`config.mk`:
```
export PLATFORM = sky130hd
export DESIGN_NAME = port_pin_config
export DESIGN_NICKNAME = d
export VERILOG_FILES = /design/src/portcfg_pkg.sv /design/src/port_pin_config.sv /design/src/port1_mismatch.sv
export SDC_FILE = /design/constraint.sdc
export NUM_CORES = 1
export LEC_CHECK = 0
export ABC_AREA = 1
export BUFFER_PORTS_ARGS = -buffer_cell sky130_fd_sc_hd__buf_2
export CAP_MARGIN = 20
export CORE_MARGIN = 2
export CORE_UTILIZATION = 45
export CTS_BUF_LIST = sky130_fd_sc_hd__clkbuf_8
export CTS_CLUSTER_SIZE = 30
export DETAILED_ROUTE_END_ITERATION = 8
export GPL_ROUTABILITY_DRIVEN = 0
export GPL_TIMING_DRIVEN = 1
export PLACE_DENSITY = 0.71
export SYNTH_ARGS = -nofsm -noshare
export SYNTH_HDL_FRONTEND = slang
export SYNTH_SLANG_ARGS = --single-unit
```
`constraint.sdc`:
```
create_clock -name CLK_I -period 0.99 [get_ports CLK_I]
set_input_delay 0.099 -clock CLK_I [delete_from_list [all_inputs] [get_ports CLK_I]]
set_output_delay 0.099 -clock CLK_I [all_outputs]
set_load 0.01 [all_outputs]
```
`src/portcfg_pkg.sv`:
```
package portcfg_pkg;

  localparam int unsigned PORT_WIDTH = 8;
  localparam int unsigned SFR_ADDR_WIDTH = 8;

  // Byte-wide special function register addresses
  localparam logic [7:0] ADDR_PORT0_OUTPUT_STYLE  = 8'ha4;
  localparam logic [7:0] ADDR_PORT0_CROSSBAR_SKIP = 8'hd4;
  localparam logic [7:0] ADDR_PORT1_COMPARE_VALUE = 8'hed;
  localparam logic [7:0] ADDR_PORT1_COMPARE_MASK  = 8'hee;
  localparam logic [7:0] ADDR_PORT0_INPUT_KIND    = 8'hf1;

  // Reset values
  localparam logic [7:0] RST_PORT0_INPUT_KIND    = 8'hff;
  localparam logic [7:0] RST_PORT0_OUTPUT_STYLE  = 8'h00;
  localparam logic [7:0] RST_PORT0_CROSSBAR_SKIP = 8'h00;
  localparam logic [7:0] RST_PORT1_COMPARE_MASK  = 8'h00;
  localparam logic [7:0] RST_PORT1_COMPARE_VALUE = 8'hff;

  // Value read back from an address this block does not own
  localparam logic [7:0] UNMAPPED_READ = 8'h00;

  // Core-side register access, one byte per cycle
  typedef struct packed {
    logic       wr;
    logic       rd;
    logic [7:0] addr;
    logic [7:0] wdata;
  } sfr_req_t;

  // Per-pin controls handed to the pad ring for port 0
  typedef struct packed {
    logic [7:0] pullup_en;
    logic [7:0] drv_en;
    logic [7:0] rcv_en;
    logic [7:0] push_pull;
  } pad_ctrl_t;

endpackage : portcfg_pkg

```
`src/port_pin_config.sv`:
```
`timescale 1ns/1ns
// Summary of operation
// Input-kind bit per port 0 pin: 0 analog, 1 digital; resets to all ones.
// Analog pins lose pull-up, digital driver and digital receiver.
// Output-style bit per port 0 pin: 0 open-drain, 1 push-pull; resets zero.
// Skip bit set makes crossbar pass over the pin; resets to zero.
// Mask bit 0 excludes a port 1 pin from mismatch; resets to zero.
// Mask bit 1 compares the port 1 pin against its match bit.
// Match bit 0 compares against low, 1 against high; resets to ones.
// Mismatch event stays high while any compared pin differs from match.
module port_pin_config
  import portcfg_pkg::*;
(
  input  wire logic                  CLK_I,
  input  wire logic                  NRST_I,
  input  wire logic                  SFR_WR_I,
  input  wire logic                  SFR_RD_I,
  input  wire logic [7:0]            SFR_ADDR_I,
  input  wire logic [7:0]            SFR_WDATA_I,
  output logic      [7:0]            SFR_RDATA_O,
  output logic                       SFR_HIT_O,
  input  wire logic [PORT_WIDTH-1:0] PORT0_WEAK_PULLUP_I,
  input  wire logic [PORT_WIDTH-1:0] PORT0_DRIVE_REQ_I,
  input  wire logic [PORT_WIDTH-1:0] PORT1_PINS_I,
  output logic      [PORT_WIDTH-1:0] PORT0_PULLUP_EN_O,
  output logic      [PORT_WIDTH-1:0] PORT0_DRV_EN_O,
  output logic      [PORT_WIDTH-1:0] PORT0_RCV_EN_O,
  output logic      [PORT_WIDTH-1:0] PORT0_PUSH_PULL_O,
  output logic      [PORT_WIDTH-1:0] PORT0_SKIP_O,
  output logic                       PORT1_MISMATCH_O
);

  sfr_req_t  req;
  pad_ctrl_t pad_d;
  pad_ctrl_t pad_q;

  logic [7:0] input_kind_q;
  logic [7:0] output_style_q;
  logic [7:0] crossbar_skip_q;
  logic [7:0] compare_mask_q;
  logic [7:0] compare_value_q;
  logic [7:0] rdata_d;
  logic [7:0] rdata_q;

  logic hit_input_kind;
  logic hit_output_style;
  logic hit_crossbar_skip;
  logic hit_compare_mask;
  logic hit_compare_value;
  logic hit_any;
  logic strobe;

  logic wr_input_kind;
  logic wr_output_style;
  logic wr_crossbar_skip;
  logic wr_compare_mask;
  logic wr_compare_value;

  logic [7:0] input_kind_d;
  logic [7:0] output_style_d;
  logic [7:0] crossbar_skip_d;
  logic [7:0] compare_mask_d;
  logic [7:0] compare_value_d;
  logic [7:0] digital_pins;

  // One comparator per address so the write and read paths always agree
  function automatic logic addr_hit(
    input logic [7:0] addr,
    input logic [7:0] reg_addr
  );
    return (addr == reg_addr);
  endfunction : addr_hit

  // A register keeps its value unless its own write enable is up
  function automatic logic [7:0] next_byte(
    input logic       we,
    input logic [7:0] cur,
    input logic [7:0] wdata
  );
    return we ? wdata : cur;
  endfunction : next_byte

  assign req = '{
    wr:    SFR_WR_I,
    rd:    SFR_RD_I,
    addr:  SFR_ADDR_I,
    wdata: SFR_WDATA_I
  };

  assign hit_input_kind    = addr_hit(req.addr, ADDR_PORT0_INPUT_KIND);
  assign hit_output_style  = addr_hit(req.addr, ADDR_PORT0_OUTPUT_STYLE);
  assign hit_crossbar_skip = addr_hit(req.addr, ADDR_PORT0_CROSSBAR_SKIP);
  assign hit_compare_mask  = addr_hit(req.addr, ADDR_PORT1_COMPARE_MASK);
  assign hit_compare_value = addr_hit(req.addr, ADDR_PORT1_COMPARE_VALUE);
  assign hit_any = hit_input_kind | hit_output_style | hit_crossbar_skip |
                   hit_compare_mask | hit_compare_value;
  assign strobe  = req.rd | req.wr;

  // The bus is shared with other registers, so a write needs strobe and exact address
  assign wr_input_kind    = req.wr & hit_input_kind;
  assign wr_output_style  = req.wr & hit_output_style;
  assign wr_crossbar_skip = req.wr & hit_crossbar_skip;
  assign wr_compare_mask  = req.wr & hit_compare_mask;
  assign wr_compare_value = req.wr & hit_compare_value;

  assign input_kind_d    = next_byte(wr_input_kind, input_kind_q, req.wdata);
  assign output_style_d  = next_byte(wr_output_style, output_style_q, req.wdata);
  assign crossbar_skip_d = next_byte(wr_crossbar_skip, crossbar_skip_q, req.wdata);
  assign compare_mask_d  = next_byte(wr_compare_mask, compare_mask_q, req.wdata);
  assign compare_value_d = next_byte(wr_compare_value, compare_value_q, req.wdata);

  // Configuration registers load their next value on every clock
  always_ff @(posedge CLK_I or negedge NRST_I) begin
    if (!NRST_I) begin
      input_kind_q <= RST_PORT0_INPUT_KIND;
    end else begin
      input_kind_q <= input_kind_d;
    end
  end

  always_ff @(posedge CLK_I or negedge NRST_I) begin
    if (!NRST_I) begin
      output_style_q <= RST_PORT0_OUTPUT_STYLE;
    end else begin
      output_style_q <= output_style_d;
    end
  end

  always_ff @(posedge CLK_I or negedge NRST_I) begin
    if (!NRST_I) begin
      crossbar_skip_q <= RST_PORT0_CROSSBAR_SKIP;
    end else begin
      crossbar_skip_q <= crossbar_skip_d;
    end
  end

  always_ff @(posedge CLK_I or negedge NRST_I) begin
    if (!NRST_I) begin
      compare_mask_q <= RST_PORT1_COMPARE_MASK;
    end else begin
      compare_mask_q <= compare_mask_d;
    end
  end

  always_ff @(posedge CLK_I or negedge NRST_I) begin
    if (!NRST_I) begin
      compare_value_q <= RST_PORT1_COMPARE_VALUE;
    end else begin
      compare_value_q <= compare_value_d;
    end
  end

  // Read data is registered and holds its last value between reads
  always_comb begin
    rdata_d = rdata_q;
    if (req.rd) begin
      if (hit_input_kind) begin
        rdata_d = input_kind_q;
      end else if (hit_output_style) begin
        rdata_d = output_style_q;
      end else if (hit_crossbar_skip) begin
        rdata_d = crossbar_skip_q;
      end else if (hit_compare_mask) begin
        rdata_d = compare_mask_q;
      end else if (hit_compare_value) begin
        rdata_d = compare_value_q;
      end else begin
        rdata_d = UNMAPPED_READ;
      end
    end
  end

  always_ff @(posedge CLK_I or negedge NRST_I) begin
    if (!NRST_I) begin
      rdata_q <= UNMAPPED_READ;
    end else begin
      rdata_q <= rdata_d;
    end
  end

  // Analog mode overrides pull-up, driver and receiver (not push-pull) so the pad never loads the analog node
  assign digital_pins    = input_kind_q;
  assign pad_d.pullup_en = PORT0_WEAK_PULLUP_I & digital_pins;
  assign pad_d.drv_en    = PORT0_DRIVE_REQ_I & digital_pins;
  assign pad_d.rcv_en    = digital_pins;
  assign pad_d.push_pull = output_style_q;

  // Pad controls are registered so the pad ring sees glitch-free enables
  always_ff @(posedge CLK_I or negedge NRST_I) begin
    if (!NRST_I) begin
      pad_q <= '{
        pullup_en: 8'h00,
        drv_en:    8'h00,
        rcv_en:    RST_PORT0_INPUT_KIND,
        push_pull: RST_PORT0_OUTPUT_STYLE
      };
    end else begin
      pad_q <= pad_d;
    end
  end

  // Pin sampling adds one cycle of latency to the mismatch event
  port1_mismatch #(
    .WIDTH (PORT_WIDTH)
  ) u_mismatch (
    .clk_i      (CLK_I),
    .nrst_i     (NRST_I),
    .pins_i     (PORT1_PINS_I),
    .mask_i     (compare_mask_q),
    .value_i    (compare_value_q),
    .mismatch_o (PORT1_MISMATCH_O)
  );

  assign SFR_RDATA_O       = rdata_q;
  assign SFR_HIT_O         = hit_any & strobe;
  assign PORT0_PULLUP_EN_O = pad_q.pullup_en;
  assign PORT0_DRV_EN_O    = pad_q.drv_en;
  assign PORT0_RCV_EN_O    = pad_q.rcv_en;
  assign PORT0_PUSH_PULL_O = pad_q.push_pull;
  assign PORT0_SKIP_O      = crossbar_skip_q;

endmodule : port_pin_config

```
`src/port1_mismatch.sv`:
```
`timescale 1ns/1ns
module port1_mismatch
  import portcfg_pkg::*;
#(
  parameter int unsigned WIDTH = PORT_WIDTH
) (
  input  wire logic             clk_i,
  input  wire logic             nrst_i,
  input  wire logic [WIDTH-1:0] pins_i,
  input  wire logic [WIDTH-1:0] mask_i,
  input  wire logic [WIDTH-1:0] value_i,
  output logic                  mismatch_o
);

  logic [WIDTH-1:0] pins_q;
  logic [WIDTH-1:0] differ;

  // Pin levels are registered so the compare sees a stable sample
  always_ff @(posedge clk_i or negedge nrst_i) begin
    if (!nrst_i) begin
      pins_q <= '0;
    end else begin
      pins_q <= pins_i;
    end
  end

  // Masked-off pins never contribute; compared pins are checked against their match bit
  assign differ     = (pins_q ^ value_i) & mask_i;
  assign mismatch_o = |differ;

endmodule : port1_mismatch

```
=== Word-level counts from Yosys, hierarchy flattened ===
Cells that the tools add are included.

* Bits in registers: 88
* Input port bits: 44
* Output and inout bits: 50
* Logic and storage cells: 37

* Eq/ne operators: 5
* Muxes and demuxes: 5
* Bitwise gates (word level): 15
* Reductions and logical operators: 1

{| class="wikitable"
|+ Operators by type and width
! kind !! count
|-
| equality test 8 bit (second input constant) || 5
|-
| two-way mux 8 bit || 5
|-
| AND 8 bit || 3
|-
| OR reduction 8 bit || 1
|-
| XOR 8 bit || 1
|-
| AND 1 bit || 6
|-
| OR 1 bit || 5
|}

=== Logic depth before layout (Yosys ltp) ===
* Depth after elaboration: 6
* Mapped depth: 8
* Mapped depth without buffers: 7

=== Hierarchy ===
A second synthesis with hierarchy kept.

* Cells, all modules: 386
* Area, all modules: 3772.4 um^2

{| class="wikitable"
|+ By module, submodules not included
! module !! times used !! cells each !! area an instance (um^2) !! sequential area each (um^2)
|-
| port_pin_config || 1 || 331 || 3380.7 || 2031.9
|-
| port1_mismatch || 1 || 55 || 391.6 || 200.2
|}

=== Worst setup path before layout ===
No wires, ideal clock.

* Path kind: flip-flop to output port
* Start: register compare_value_q[0]
* End: output PORT1_MISMATCH_O
* Arrival time: 969 ps
* Data required time: 891 ps
* Slack: -78 ps
* Cell stages (with the launch flop): 6
* Buffers on the path: 0
* Cell sequence: dfstp_2 -> or2_2 -> nand3_1 -> o21ai_0 -> nor2_1 -> nand4_1

* Cells in the longest elaborated chain, start to end: 3

{| class="wikitable"
|+ RTL lines
! item !! RTL line !! source
|-
| from (decl) || port_pin_config.sv:41 || <nowiki>logic [7:0] compare_value_q;</nowiki>
|-
| from (signal assigned) || port_pin_config.sv:149 || <nowiki>compare_value_q <= compare_value_d;</nowiki>
|-
| XOR 8 bit || port1_mismatch.sv:28 || <nowiki>assign differ = (pins_q ^ value_i) & mask_i;</nowiki>
|-
| AND 8 bit || port1_mismatch.sv:28 ||
|-
| OR reduction 8 bit || port1_mismatch.sv:29 || <nowiki>assign mismatch_o = |differ;</nowiki>
|-
| to (decl) || port_pin_config.sv:30 || <nowiki>output logic PORT1_MISMATCH_O</nowiki>
|}

Every way passes these cells.

=== Worst setup path after layout ===
* Start: register compare_value_q[6]
* End: output PORT1_MISMATCH_O

Same word-level chain as after synthesis.

==> metrics <==
CP endpoint kind=output port; Global Route Usage Sum=20.6%; Core ar.=roughly 8100 um^2; share of cells above drive strength 1=48.7%; io pins=94; DR pass1 iterations=4; HP Class=in -> reg; Die ar.=~9000 um^2; Vias/cell=4.79; initial core utilization=45.9%; via count=3169; fillcell total=between 600 and 700; final HPWL from detailed placement=6080 um; Fmax=625 MHz; worst-margin pin slew=0.382 ns; Power Density=1390 nW/um^2; chip width=94.9 um; syn nets=just over 400; Util after Layout=69.0%; busiest layer in global routing=met2; Routed WL=8940 um; met2 global-route usage=33.7%; nets=596; mean area per synthesized cell=just over 10 um^2; Syn-to-layout area delta=50.4%; post-synthesis sequential area ratio=about three fifths; Place WS=-0.204 ns; DR iter-0 viols=around 130; Max VDD drop=0.750 mV; min cycle time layout=1.60 ns; largest net degree at the start of global routing=59; unrepaired setup endpoints after global routing=yes; Syn. warnings=0; # DRC=0; setup violators final=28; ANT cells=0; Multi-input gate area=1480 um^2; failing checks=negative setup slack; Mapped Cells=~370; flip-flop and latch count after synthesis=88; Clock Path Buffers=2; row cnt=33; met1 Usage GRT=a little over a quarter; Routed WL per cell=13.5 um; relative slew slack=between 70% and 80%; design area=5590 um^2; DIE HEIGHT=around 95 um; grt ovf=0; hold_ws=0.0554 ns; final hold vios=0; Crit path required time=around 0.89 ns; Synth Cell Area=around 3700 um^2; M3 GR Usage=roughly 3.6%; Max Cap Viol=0; clock skew=~0.012 ns; Clock Sinks=88; Worst EP arrival=1.50 ns; worst skew pair latency=0.37 ns; Setup WS post-layout=-0.609 ns; DP Area=4650 um^2; FF/Latch Area=2230 um^2; ratio of final minimum period to clock period=162%; max-slew violations=0; CTS tree=done; first-pass GRT wire length=14000 um; initial antenna violation count=0; CP Class=reg -> out; status=finished with violations; H-Tree Depth=3; Setup crit start kind=flop; post-synth cell types=27; Pleak=2.93 nW; vias in the first global route=around 3000; clock root cell=clkbuf_8; CTS buffer count=9; critical path peak fanout=2; clock-pin slew on the worst setup and hold paths=0.09 ns; PortBufs=93; antenna-violating nets left=0
-- metrics by stage --
stage,power [mW],TNS (ns),instances
after global routing,8.11,-3.24,662
after CTS,7.76,-2.05,657
after floorplan,4.43,-0.0232,367
after global placement,4.93,-6.03,596
after detailed placement,4.96,-7.21,596
final,7.75,-1.89,662
-- layout by cell type (no fill, tap or decap), types with 10 or more instances in the layout --
cell           count
buf_2             73
buf_4             60
buf_6             19
dfrtp_1           64
dfstp_2           24
dlygate4sd3_1     25
inv_1             24
nand2_1           65
nand2_2           11
nand3_1           44
nand3_2           15
nor2_1            27
o21a_1            17
o21ai_0           10
-- report_power, final --
group | switching (mW) | internal [mW]
Clock | 1.40 | 1.21
Combinational | 0.562 | 0.591
Sequential | 0.123 | 3.87
Total | 2.09 | 5.67
-- sequential cells by signal, indices dropped and copies added (netlist names) --
| register | cells |
|---|---|
| PORT0_DRV_EN_O | 8 |
| PORT0_PULLUP_EN_O | 8 |
| PORT0_PUSH_PULL_O | 8 |
| PORT0_RCV_EN_O | 8 |
| PORT0_SKIP_O | 8 |
| SFR_RDATA_O | 8 |
| compare_mask_q | 8 |
| compare_value_q | 8 |
| digital_pins | 8 |
| output_style_q | 8 |
| u_mismatch.pins_q | 8 |
-- per-layer routing --
metal	routed length [um]	part of all wire (%)	vias up
met3	461	5.2	13
met4	170	1.9	0
met1	3970	44	1505
met5	0	0	-
li1	-	-	1552
met2	4330	48	99
-- kinds of logic after synthesis --
family          share of synthesized area [%]
simple gates                             26.7
flops                                    60.1
compound gates                           7.75
buf+inv                                  5.22
xor+xnor                                0.236
-- final cells by class --
cell class | instances | area share (%)
Multi-Input combinational cell | 238 | 26.4
Tap cell | 105 | 2.35
Timing Repair Buffer | 183 | 24.8
Inverter | 32 | 2.64
Sequential cell | 88 | 40.0
Clock buffer | 9 | 2.22
Clock inverter | 7 | 1.59
-- cell usage after synthesis (all sizes together) --
cell	n	area share, %
nor3	1	0.13
a21oi	1	0.13
or2	4	0.67
nand3	62	9.0
nand4	1	0.17
and2	1	0.24
o21a	17	3.4
xor2	1	0.24
dfstp	24	17
o21ai	25	4.2
nor2	40	7.0
inv	32	3.2
buf	7	1.8
dfrtp	64	43
nand2	85	9.5
clkbuf	2	0.20
-- timing repair --
action	in CTS	in global routing
hold buffers	25	0
pin swaps	19	20
endpoints found under the hold margin	105	0
resized for setup	39	31
buffers inserted	20	5
setup endpoints to repair	34	53
cloned	0	0
-- path summary, 6_finish.rpt --
check,from,endpoint,slack [ns],cells past startpoint
setup / recovery,compare_value_q[6],PORT1_MISMATCH_O,-0.61,6
hold / removal,SFR_WDATA_I[1],compare_value_q[1],0.06,3
setup reg to reg,compare_value_q[6],SFR_RDATA_O[6],-0.09,6
hold reg to reg,output_style_q[0],PORT0_PUSH_PULL_O[0],0.42,0
max in group asynchronous,NRST_I,compare_value_q[0],0.35,3
min in group asynchronous,NRST_I,PORT0_PULLUP_EN_O[7],0.26,3
-- worst max-delay path, stage by stage (launching register included) --
cell and delay [ns]:
dfstp_2 0.56, nand2_2 0.05, nand2_1 0.06, nor2_1 0.05, a21oi_1 0.14, nand4_1 0.12
buf_2 0.15
No activity file was read; power rests on OpenSTA's default activity.
